**src/rtl/usa_alu_regs.svh**
```systemverilog
`ifndef USA_ALU_REGS_SVH
`define USA_ALU_REGS_SVH

// Register indices that make some operand combinations unpredictable
`define USA_IDX_SP       4'hD
`define USA_IDX_PC       4'hF
// A first operand field of all ones selects the form without addition
`define USA_IDX_NO_ADD   4'hF

// Rotate amount is the two-bit field followed by these three zero bits
`define USA_ROT_ZEROS    3'h0

// Unsigned halfword sum limit for the exchange add lane
`define USA_CARRY_LIMIT  17'h1_0000

// Lane flag patterns
`define USA_GE_PAIR_SET  2'h3
`define USA_GE_PAIR_CLR  2'h0

// Reset values
`define USA_RESULT_RST   32'h0000_0000
`define USA_GE_RST       4'h0
`define USA_Q_RST        1'h0
`define USA_IDX_RST      4'h0

`endif

```
**src/rtl/usa_pkg.sv**
```systemverilog
package usa_pkg;

    typedef enum logic [2:0] {
        USA_OP_DUAL_HALF_UNSIGNED_SATURATE = 3'h0,
        USA_OP_EXCHANGE_SUB_ADD            = 3'h1,
        USA_OP_LEGACY_EXCHANGE_SUB_ADD     = 3'h2,
        USA_OP_DUAL_HALF_SUBTRACT          = 3'h3,
        USA_OP_QUAD_BYTE_SUBTRACT          = 3'h4,
        USA_OP_ROTATE_EXTEND_BYTE_ADD      = 3'h5,
        USA_OP_ROTATE_EXTEND_BYTE          = 3'h6
    } usa_op_type;

    typedef struct packed {
        logic        valid;
        logic        cond_pass;
        usa_op_type  op;
        logic [31:0] first_operand;
        logic [31:0] second_operand;
        logic [1:0]  rotate;
        logic [3:0]  saturation_width;
        logic [3:0]  dest_reg;
        logic [3:0]  first_operand_reg;
        logic [3:0]  second_operand_reg;
    } usa_req_type;

endpackage

```
**src/rtl/usa_alu.sv**
```systemverilog
`timescale 1ns/1ps
`include "usa_alu_regs.svh"

module usa_alu (
    input  wire logic                 ref_clk,
    input  wire logic                 nrst,
    input  wire usa_pkg::usa_req_type req,
    output logic [31:0]               result_r,
    output logic [3:0]                result_dest_r,
    output logic                      result_valid_r,
    output logic                      unpredictable_r,
    output logic [3:0]                lane_ge_flags_r,
    output logic                      sticky_saturation_flag_r
);

    logic [31:0] result_nxt;
    logic [3:0]  ge_nxt;
    logic        ge_write;
    logic        sat_hit;
    logic        unpred_nxt;
    logic        commit;
    logic [16:0] sat_lo;
    logic [16:0] sat_hi;
    logic [16:0] xsum;
    logic [16:0] xdiff;
    logic [16:0] hdiff_lo;
    logic [16:0] hdiff_hi;
    logic [31:0] bdiff;
    logic [3:0]  bge;
    logic [4:0]  rot_amt;
    logic [63:0] rot_dbl;
    logic [31:0] rotated;
    logic [31:0] ext_byte;
    logic [31:0] add_base;

    // Returns {clamped, value}; the input is a signed halfword
    function automatic logic [16:0] clamp_half(input logic [15:0] x, input logic [3:0] w);
        logic [15:0] maxv;
        maxv = (16'h0001 << w) - 16'h0001;
        if (x[15])
            clamp_half = {1'b1, 16'h0000};
        else if (x > maxv)
            clamp_half = {1'b1, maxv};
        else
            clamp_half = {1'b0, x};
    endfunction

    function automatic logic bad_idx(input logic [3:0] idx);
        bad_idx = (idx == `USA_IDX_SP) || (idx == `USA_IDX_PC);
    endfunction

    assign commit = req.valid && req.cond_pass;

    assign sat_lo = clamp_half(req.first_operand[15:0], req.saturation_width);
    assign sat_hi = clamp_half(req.first_operand[31:16], req.saturation_width);

    assign xsum  = {1'b0, req.first_operand[15:0]} + {1'b0, req.second_operand[31:16]};
    assign xdiff = {1'b0, req.first_operand[31:16]} - {1'b0, req.second_operand[15:0]};

    assign hdiff_lo = {1'b0, req.first_operand[15:0]}
                      - {1'b0, req.second_operand[15:0]};
    assign hdiff_hi = {1'b0, req.first_operand[31:16]}
                      - {1'b0, req.second_operand[31:16]};

    // Ninth bit of each byte difference is the borrow
    genvar gi;
    generate
        for (gi = 0; gi < 4; gi = gi + 1)
        begin : g_byte
            logic [8:0] d;
            assign d = {1'b0, req.first_operand[8*gi +: 8]}
                       - {1'b0, req.second_operand[8*gi +: 8]};
            assign bdiff[8*gi +: 8] = d[7:0];
            assign bge[gi] = ~d[8];
        end
    endgenerate

    // Doubling the word turns the right rotate into a plain shift
    assign rot_amt  = {req.rotate, `USA_ROT_ZEROS};
    assign rot_dbl  = {req.second_operand, req.second_operand} >> rot_amt;
    assign rotated  = rot_dbl[31:0];
    assign ext_byte = {24'h000000, rotated[7:0]};
    assign add_base = (req.op == usa_pkg::USA_OP_ROTATE_EXTEND_BYTE
                       || req.first_operand_reg == `USA_IDX_NO_ADD)
                      ? 32'h0000_0000 : req.first_operand;

    always_comb
    begin
        result_nxt = `USA_RESULT_RST;
        ge_nxt     = lane_ge_flags_r;
        ge_write   = 1'b0;
        sat_hit    = 1'b0;
        unpred_nxt = 1'b0;
        unique case (req.op)
            usa_pkg::USA_OP_DUAL_HALF_UNSIGNED_SATURATE:
            begin
                result_nxt = {sat_hi[15:0], sat_lo[15:0]};
                sat_hit    = sat_lo[16] || sat_hi[16];
                unpred_nxt = bad_idx(req.dest_reg) || bad_idx(req.first_operand_reg);
            end
            usa_pkg::USA_OP_EXCHANGE_SUB_ADD,
            usa_pkg::USA_OP_LEGACY_EXCHANGE_SUB_ADD:
            begin
                result_nxt  = {xdiff[15:0], xsum[15:0]};
                ge_write    = 1'b1;
                ge_nxt[1:0] = (xsum >= `USA_CARRY_LIMIT) ? `USA_GE_PAIR_SET
                                                           : `USA_GE_PAIR_CLR;
                ge_nxt[3:2] = xdiff[16] ? `USA_GE_PAIR_CLR : `USA_GE_PAIR_SET;
                unpred_nxt  = bad_idx(req.dest_reg) || bad_idx(req.first_operand_reg)
                              || bad_idx(req.second_operand_reg);
            end
            usa_pkg::USA_OP_DUAL_HALF_SUBTRACT:
            begin
                result_nxt  = {hdiff_hi[15:0], hdiff_lo[15:0]};
                ge_write    = 1'b1;
                ge_nxt[1:0] = hdiff_lo[16] ? `USA_GE_PAIR_CLR : `USA_GE_PAIR_SET;
                ge_nxt[3:2] = hdiff_hi[16] ? `USA_GE_PAIR_CLR : `USA_GE_PAIR_SET;
                unpred_nxt  = bad_idx(req.dest_reg) || bad_idx(req.first_operand_reg)
                              || bad_idx(req.second_operand_reg);
            end
            usa_pkg::USA_OP_QUAD_BYTE_SUBTRACT:
            begin
                result_nxt = bdiff;
                ge_write   = 1'b1;
                ge_nxt     = bge;
                unpred_nxt = bad_idx(req.dest_reg) || bad_idx(req.first_operand_reg)
                             || bad_idx(req.second_operand_reg);
            end
            usa_pkg::USA_OP_ROTATE_EXTEND_BYTE_ADD:
            begin
                result_nxt = add_base + ext_byte;
                unpred_nxt = bad_idx(req.dest_reg) || bad_idx(req.second_operand_reg)
                             || (req.first_operand_reg == `USA_IDX_SP
                                 && req.first_operand_reg != `USA_IDX_NO_ADD);
            end
            usa_pkg::USA_OP_ROTATE_EXTEND_BYTE:
            begin
                result_nxt = ext_byte;
                unpred_nxt = bad_idx(req.dest_reg) || bad_idx(req.second_operand_reg);
            end
            default:
            begin
                // Unused opcode: report it and leave flags alone
                unpred_nxt = 1'b1;
            end
        endcase
    end

    // Result and destination hold until the next committed instruction
    always_ff @(posedge ref_clk or negedge nrst)
    begin
        if (!nrst)
        begin
            result_r      <= `USA_RESULT_RST;
            result_dest_r <= `USA_IDX_RST;
        end
        else if (commit)
        begin
            result_r      <= result_nxt;
            result_dest_r <= req.dest_reg;
        end
    end

    always_ff @(posedge ref_clk or negedge nrst)
    begin
        if (!nrst)
        begin
            result_valid_r  <= 1'b0;
            unpredictable_r <= 1'b0;
        end
        else
        begin
            result_valid_r  <= commit;
            unpredictable_r <= commit && unpred_nxt;
        end
    end

    always_ff @(posedge ref_clk or negedge nrst)
    begin
        if (!nrst)
            lane_ge_flags_r <= `USA_GE_RST;
        else if (commit && ge_write)
            lane_ge_flags_r <= ge_nxt;
    end

    // Sticky: only a saturating instruction can touch it, and only to set
    always_ff @(posedge ref_clk or negedge nrst)
    begin
        if (!nrst)
            sticky_saturation_flag_r <= `USA_Q_RST;
        else if (commit && sat_hit)
            sticky_saturation_flag_r <= 1'b1;
    end
endmodule // usa_alu

```
**config.mk**
```make
export PLATFORM = sky130hd
export DESIGN_NAME = usa_alu
export DESIGN_NICKNAME = d
export VERILOG_FILES = /design/src/rtl/usa_pkg.sv /design/src/rtl/usa_alu.sv
export VERILOG_INCLUDE_DIRS = /design/src /design/src/rtl
export SDC_FILE = /design/constraint.sdc
export NUM_CORES = 1
export LEC_CHECK = 0
export BUFFER_PORTS_ARGS = -buffer_cell sky130_fd_sc_hd__buf_2
export CAP_MARGIN = 20
export CORE_ASPECT_RATIO = 1.25
export CORE_UTILIZATION = 55
export DETAILED_ROUTE_END_ITERATION = 8
export HOLD_SLACK_MARGIN = 0.15
export MAX_ROUTING_LAYER = met4
export PLACE_DENSITY = 0.78
export SKIP_CTS_REPAIR_TIMING = 1
export SLEW_MARGIN = 10
export SYNTH_ARGS = -nofsm -noshare
export SYNTH_HDL_FRONTEND = slang
export SYNTH_SLANG_ARGS = --single-unit
export TNS_END_PERCENT = 20
```
**constraint.sdc**
```tcl
create_clock -name ref_clk -period 2.6 [get_ports ref_clk]
set_input_delay 0.26 -clock ref_clk [delete_from_list [all_inputs] [get_ports ref_clk]]
set_output_delay 0.26 -clock ref_clk [all_outputs]
set_load 0.005 [all_outputs]
```
==> metrics, run 1 <==
outcome finished, violations left; failing checks negative setup slack; RSZ-0062 raised after global routing true; Yosys Warn Count 0; min-delay src req[9]; library cells used by synthesis 95; cell family with most CP delay simple AND/OR/NAND/NOR gates; clock sinks 43; Pleak 5.45 nW; Clock Skew 0 ns; CTS Buf Count 5; Final setup violation count 37; CTS clk-pin slew, worst paths 0.07 ns; clock share of power 0.183; GP Congestion 1.08; vias in the first global route 10,300; Die Span X 113 um; asr flop ratio synth 1.00; Comb power frac 0.620; P_int 2.47 mW; core area 15,000 um2; CP Cell Sequence buf_6, or2_4, or3_4, ha_4, and2_4, o21ai_2, nand2_2, inv_4, ha_4, and4_4, a221oi_4, o211ai_1, o21ai_2, buf_6, mux2i_1, nor2_1, a221o_1; Antenna Cells 0; Synth-to-Final Area Change 37.6%; synthesized instance count 1,100; fin nets 1,631; Max Root-Sink Buffers 2; final wirelength 38,000 um; drt pass-1 iters 7; std cell rows 50; syn avg cell area 7.70 um2; io pins 132; worst min-delay path class in2reg; RR Startpoint result_r[28]$_DFFE_PN0P_; WP data required 2.79 ns; worst vdd ir 0.244 mV; clock root cell clkbuf_16; DRC 0; Reg2Reg Capture Point result_r[28]$_DFFE_PN0P_; WHS Endpoint result_dest_r[1]$_DFFE_PN0P_; crit-path max FO 5; Synth Cell Area 8470 um2; hold path depth 2; FILL cells 1,145; ANT nets after route 0; H-tree levels 2; post-layout util 0.776; Hold Vio Cnt, Final 0; Max-slew headroom 0.529; vias 11,000; latest clock arrival within the worst-skew pair 0.30 ns; Worst path slowest cell or3_4; routed len/inst 23.5 um; initial core utilization 0.564; CTS tree done; sequential share of power 0.197; Final Max Slew Viols 0; Total GRT Usage 0.478; final worst-path cycle share 1.20; initial antenna violation count 0; Buffers on Ports 130; first-pass GRT wire length 56,100 um; Crit path buffers/inverters 3; Peak Freq 320 MHz; Worst Setup Start Kind primary input; Period minus WS final 3.13 ns; hpwl dp 30,000 um; global route total overflow 0; total net switching power 1.89 mW; DRT iter0 DRCs 1,181; vias per inst 6.78; die area 15,900 um2; Max stage delay on crit path 0.35 ns; Die Y 141 um; post-route setup TNS -13.49 ns; power density cells 375 nW/um2; Post-synth EDFFs 0; switching part of the total 0.434; PnR worst setup slack -0.527 ns; maxcap violations 0; Arr. time, crit path 3.31 ns; Top FF cell, synth dfrtp_1; critical path class in2reg; CP endpoint kind flip-flop; measured slew at the worst slew-check pin 0.689 ns; fraction of layout cells with a size suffix above 1 0.347; Worst Reg-to-Reg Cells 4; flop-to-flop setup slack 1.19 ns; flops & latches, synth 43; largest net degree at the start of global routing 27; post-synthesis sequential area ratio 0.127
-- metal layers --
layer | routed length (um) | vias to the layer above | global-route usage
met5 | 0 | - | -
met4 | 3420 | 0 | 0.336
met3 | 3830 | 275 | 0.0813
met2 | 17100 | 788 | 0.765
met1 | 13700 | 5050 | 0.541
li1 | - | 4839 | -
-- power by group through the flow --
stage / Combinational, mW / Sequential (mW) / Clock, mW
after floorplan: 1.41 / 0.856 / 0
after global placement: 2.40 / 0.866 / 0
after detailed placement: 2.46 / 0.868 / 0
after CTS: 2.47 / 0.857 / 0.786
after global routing: 2.90 / 0.868 / 0.803
final: 2.71 / 0.862 / 0.797
-- kinds of logic (layout without fill, tap and decap cells) --
family | after synthesis | in the layout | share of synthesized area
other | 1 | 2 | 0.000443
adder cells (fa/ha/maj) | 112 | 112 | 0.171
AND/OR/NAND/NOR | 319 | 319 | 0.190
XOR/XNOR | 80 | 80 | 0.0836
buffers and inverters | 119 | 451 | 0.0572
AO/OA/AOI/OAI | 391 | 391 | 0.315
flip-flops | 43 | 43 | 0.127
multiplexers | 35 | 35 | 0.0555
-- synth_stat cells, types with 8 or more instances --
master	instances	area [um2]
a21oi_1	104	521
ha_1	103	1290
nand2_1	84	315
nor2_1	73	274
inv_1	67	251
o21ai_0	62	310
xor2_1	44	385
dfrtp_1	43	1080
clkbuf_1	38	143
nand3_1	35	175
xnor2_1	35	307
nor3_1	31	155
a21o_1	25	188
a31oi_1	22	138
nand2b_1	20	125
o211ai_1	18	135
mux2i_1	17	170
a211oi_1	16	120
and2_1	16	100
o221ai_1	13	114
o22ai_1	13	81.3
a22oi_1	12	90.1
nand4_1	11	68.8
a221oi_1	10	87.6
nor2b_1	9	56.3
o21a_1	9	67.6
o21ai_1	9	45.0
mux4_2	8	180
-- state kept, by name, summed over array words and instances (netlist names) --
signal,count
lane_ge_flags_r,4
unpredictable_r,1
result_dest_r,4
sticky_saturation_flag_r,1
result_valid_r,1
result_r,32
-- per-stage QoR --
step	instances	power (mW)	hold WS [ns]	instance area [um2]	worst slack, ns
after floorplan	1101	2.26	-0.0356	8550	-0.884
after global placement	1593	3.27	0.143	11000	-0.907
after detailed placement	1593	3.33	0.142	11000	-1.02
after CTS	1601	4.12	-0.180	11100	-0.712
after global routing	1615	4.57	0.196	11700	-0.646
final	1615	4.37	0.189	11700	-0.527
-- final cells by class --
cell class | count | area (um2) | share of cell area
Multi-Input combinational cell | 939 | 7320 | 0.628
Timing Repair Buffer | 375 | 2600 | 0.223
Sequential cell | 43 | 1080 | 0.0923
Inverter | 68 | 258 | 0.0221
Tap cell | 182 | 228 | 0.0195
Clock buffer | 5 | 125 | 0.0107
Clock inverter | 3 | 43.8 | 0.00376
-- cells in the final DEF, fill, tap and decap left out, drive strengths merged, types with 20 or more instances in the layout --
cell type / n
xnor2: 36
a21oi: 105
nor2: 74
inv: 67
dfrtp: 43
nand2: 84
nor3: 33
xor2: 44
nand2b: 20
nand3: 35
a31oi: 22
a21o: 25
o21ai: 72
buf: 372
ha: 103
-- worst max-delay path by stage --
stage                 start                  endpoint  slack, ns  cells after the start
floorplan           req[13]  result_r[10]$_DFFE_PN0P_      -0.88                     18
global placement    req[13]   result_r[2]$_DFFE_PN0P_      -0.91                     17
detailed placement  req[13]   result_r[2]$_DFFE_PN0P_      -1.02                     17
CTS                 req[13]   result_r[1]$_DFFE_PN0P_      -0.71                     17
global route        req[13]  result_r[16]$_DFFE_PN0P_      -0.65                     17
finish              req[13]   result_r[1]$_DFFE_PN0P_      -0.53                     17
(Power assumes the default switching activity.)
==> run 2: changes to the inputs <==
ABC_CLOCK_PERIOD_IN_PS = 2600   (was not set)
CORE_UTILIZATION = 60   (was 55)
PLACE_DENSITY = 0.84   (was 0.78)
==> run 2 against run 1 <==
The flow still finishes with violations (negative setup slack). Sequential cell count unchanged. Setup slack worse by 0.11 ns. Sequential power down 1%. Final area unchanged. Critical path depth up 1. Global-route usage up 5.4 points. Utilization up 6.8 points. Wire length up 2.4%. First-iteration DRC count up 36%. Die area down 8.2%. Critical path type unchanged. Largest power group unchanged.
==> metrics, run 2 (synthesized netlist as in run 1, its figures left out) <==
outcome finished, violations left; failing checks negative setup slack; switching part of the total 0.444 (+0.0102); routed len/inst 23.9 um (+1.6%); dpl ws -0.973 ns (+0.0440 ns); maxcap violations 0 (unchanged); Die Y 135 um (-4.2%); io pins 132 (unchanged); most frequent cells in the layout buf_4, buf_2, a21oi_1, ha_1, nand2_1; DRT iter0 DRCs 1,609 (+36%); post-route setup TNS -17.10 ns (-3.61 ns); std cell rows 48 (-4.0%); commonest non-fill, non-tap cell in the layout buf_4; fraction of layout cells with a size suffix above 1 0.341 (-0.00568); drt pass-1 iters 7 (unchanged); RSZ-0062 raised after global routing true; global route total overflow 0 (unchanged); first-pass GRT wire length 56,600 um (+0.89%); die area 14,600 um2 (-8.2%); Max Root-Sink Buffers 2 (unchanged); critical path class in2reg; Peak Freq 309 MHz (-3.3%); Tot Pwr 4.31 mW (-1.3%); hpwl dp 30,100 um (+0.46%); Total GRT Usage 0.531 (+0.0538); initial antenna violation count 0 (unchanged); crit-path max FO 7 (+2); clock root cell clkbuf_16; Multi-input gate area 7250 um2 (-1.0%); PnR worst setup slack -0.632 ns (-0.105 ns); Die Span X 108 um (-4.2%); largest reg by FF count result_r; Final Max Slew Viols 0 (unchanged); CP endpoint kind flip-flop; H-tree levels 2 (unchanged); FILL cells 885 (-23%); Synth-to-Final Area Change 37.6% (unchanged); CTS tree done; CTS clk-pin slew, worst paths 0.08 ns (about the same); worst vdd ir 0.319 mV (+31%); P_int 2.40 mW (-3.0%); dpl cell area 11,100 um2 (+1.1%); latest clock arrival within the worst-skew pair 0.30 ns (about the same); core area 13,800 um2 (-8.0%); final wirelength 38,900 um (+2.4%); clock sinks 43 (unchanged); Buffers on Ports 130 (unchanged); clock share of power 0.164 (-0.019); WP data required 2.79 ns (about the same); GP Congestion 1.12 (+3.1%); fin nets 1,649 (+1.1%); largest net degree at the start of global routing 27 (unchanged); vias per inst 6.91 (+1.8%); ANT nets after route 0 (unchanged); Pleak 5.51 nW (+1.2%); worst min-delay path class in2reg; vias in the first global route 10,700 (+3.2%); DRC 0 (unchanged); Arr. time, crit path 3.42 ns (+0.11 ns); Top Registers result_r (32), lane_ge_flags_r (4), result_dest_r (4); measured slew at the worst slew-check pin 0.909 ns (+0.220 ns); Clock Skew 0 ns (unchanged); max FFs per register 32 (unchanged); Period minus WS final 3.23 ns (+0.105 ns); final worst-path cycle share 1.24 (+0.0404); CTS Buf Count 5 (unchanged); Final setup violation count 37 (unchanged); sequential share of power 0.198 (about the same); total net switching power 1.91 mW (+1.1%); Max-slew headroom 0.378 (-0.151); Reg area 1080 um2 (unchanged); Comb power frac 0.638 (+0.018); Final Instance Area 11,700 um2 (unchanged); Hold Vio Cnt, Final 0 (unchanged); power density cells 370 nW/um2 (-1.3%); Worst Setup Start Kind primary input; initial core utilization 0.613 (+0.0491); vias 11,200 (+2.6%)
[run 2: per-layer routing]
metal  up-vias  part of all wire  global-route usage
met5         -                 0                   -
met1      5105              0.34               0.575
li1       4852                 -                   -
met2       914              0.44               0.809
met4         0              0.10               0.440
met3       364              0.12               0.141
[run 2: final cells by class]
type	instances	area share
multi-input combinational	939	0.622
clock buffer	5	0.0107
tap	175	0.0188
sequential	43	0.0923
clock inverter	3	0.00204
antenna	1	0.000215
inverter	68	0.0219
timing repair buffer	393	0.232
[run 2: worst paths after layout]
check                                                startpoint                                    to  slack [ns]  depth (start not counted)
max                                                     req[12]              result_r[23]$_DFFE_PN0P_       -0.63                         18
min reg2reg                sticky_saturation_flag_r$_DFFE_PN0P_  sticky_saturation_flag_r$_DFFE_PN0P_        0.49                          1
max reg2reg                            result_r[28]$_DFFE_PN0P_              result_r[28]$_DFFE_PN0P_        1.21                          4
min                                                      req[9]          result_dest_r[1]$_DFFE_PN0P_        0.19                          2
max in group asynchronous                                  nrst              result_r[31]$_DFFE_PN0P_        1.34                          3
min in group asynchronous                                  nrst              result_r[23]$_DFFE_PN0P_        0.51                          2
[run 2: stage by stage]
step | std cells | hold WS, ns | utilization
after global routing | 1626 | 0.197 | 0.844
final | 1627 | 0.185 | 0.844
after floorplan | 1101 | -0.0356 | -
after detailed placement | 1607 | 0.288 | 0.804
after CTS | 1615 | -0.0291 | 0.815
after global placement | 1607 | 0.281 | 0.804
[run 2: power by group through the flow]
| stage | registers [mW] | clock network, mW | logic [mW] |
|---|---|---|---|
| 6_report | 0.853 | 0.708 | 2.75 |
| 5_1_grt | 0.862 | 0.719 | 2.94 |
| 4_1_cts | 0.849 | 0.697 | 2.53 |
| 3_5_place_dp | 0.859 | 0 | 2.51 |
| 3_3_place_gp | 0.859 | 0 | 2.46 |
| 2_1_floorplan | 0.856 | 0 | 1.41 |
[run 2: worst max-delay path, cell delays in order]
cell and delay (ns):
buf_6 0.09, or2_4 0.24, or3_4 0.39, ha_4 0.20, nor2_4 0.10, a21oi_2 0.08, o21ai_2 0.18, inv_2 0.10
ha_4 0.28, nand4_1 0.14, a21o_1 0.22, a22oi_2 0.22, o2bb2ai_4 0.11, buf_12 0.15, buf_4 0.13, mux2i_1 0.18
nor3_1 0.06, a221o_1 0.28
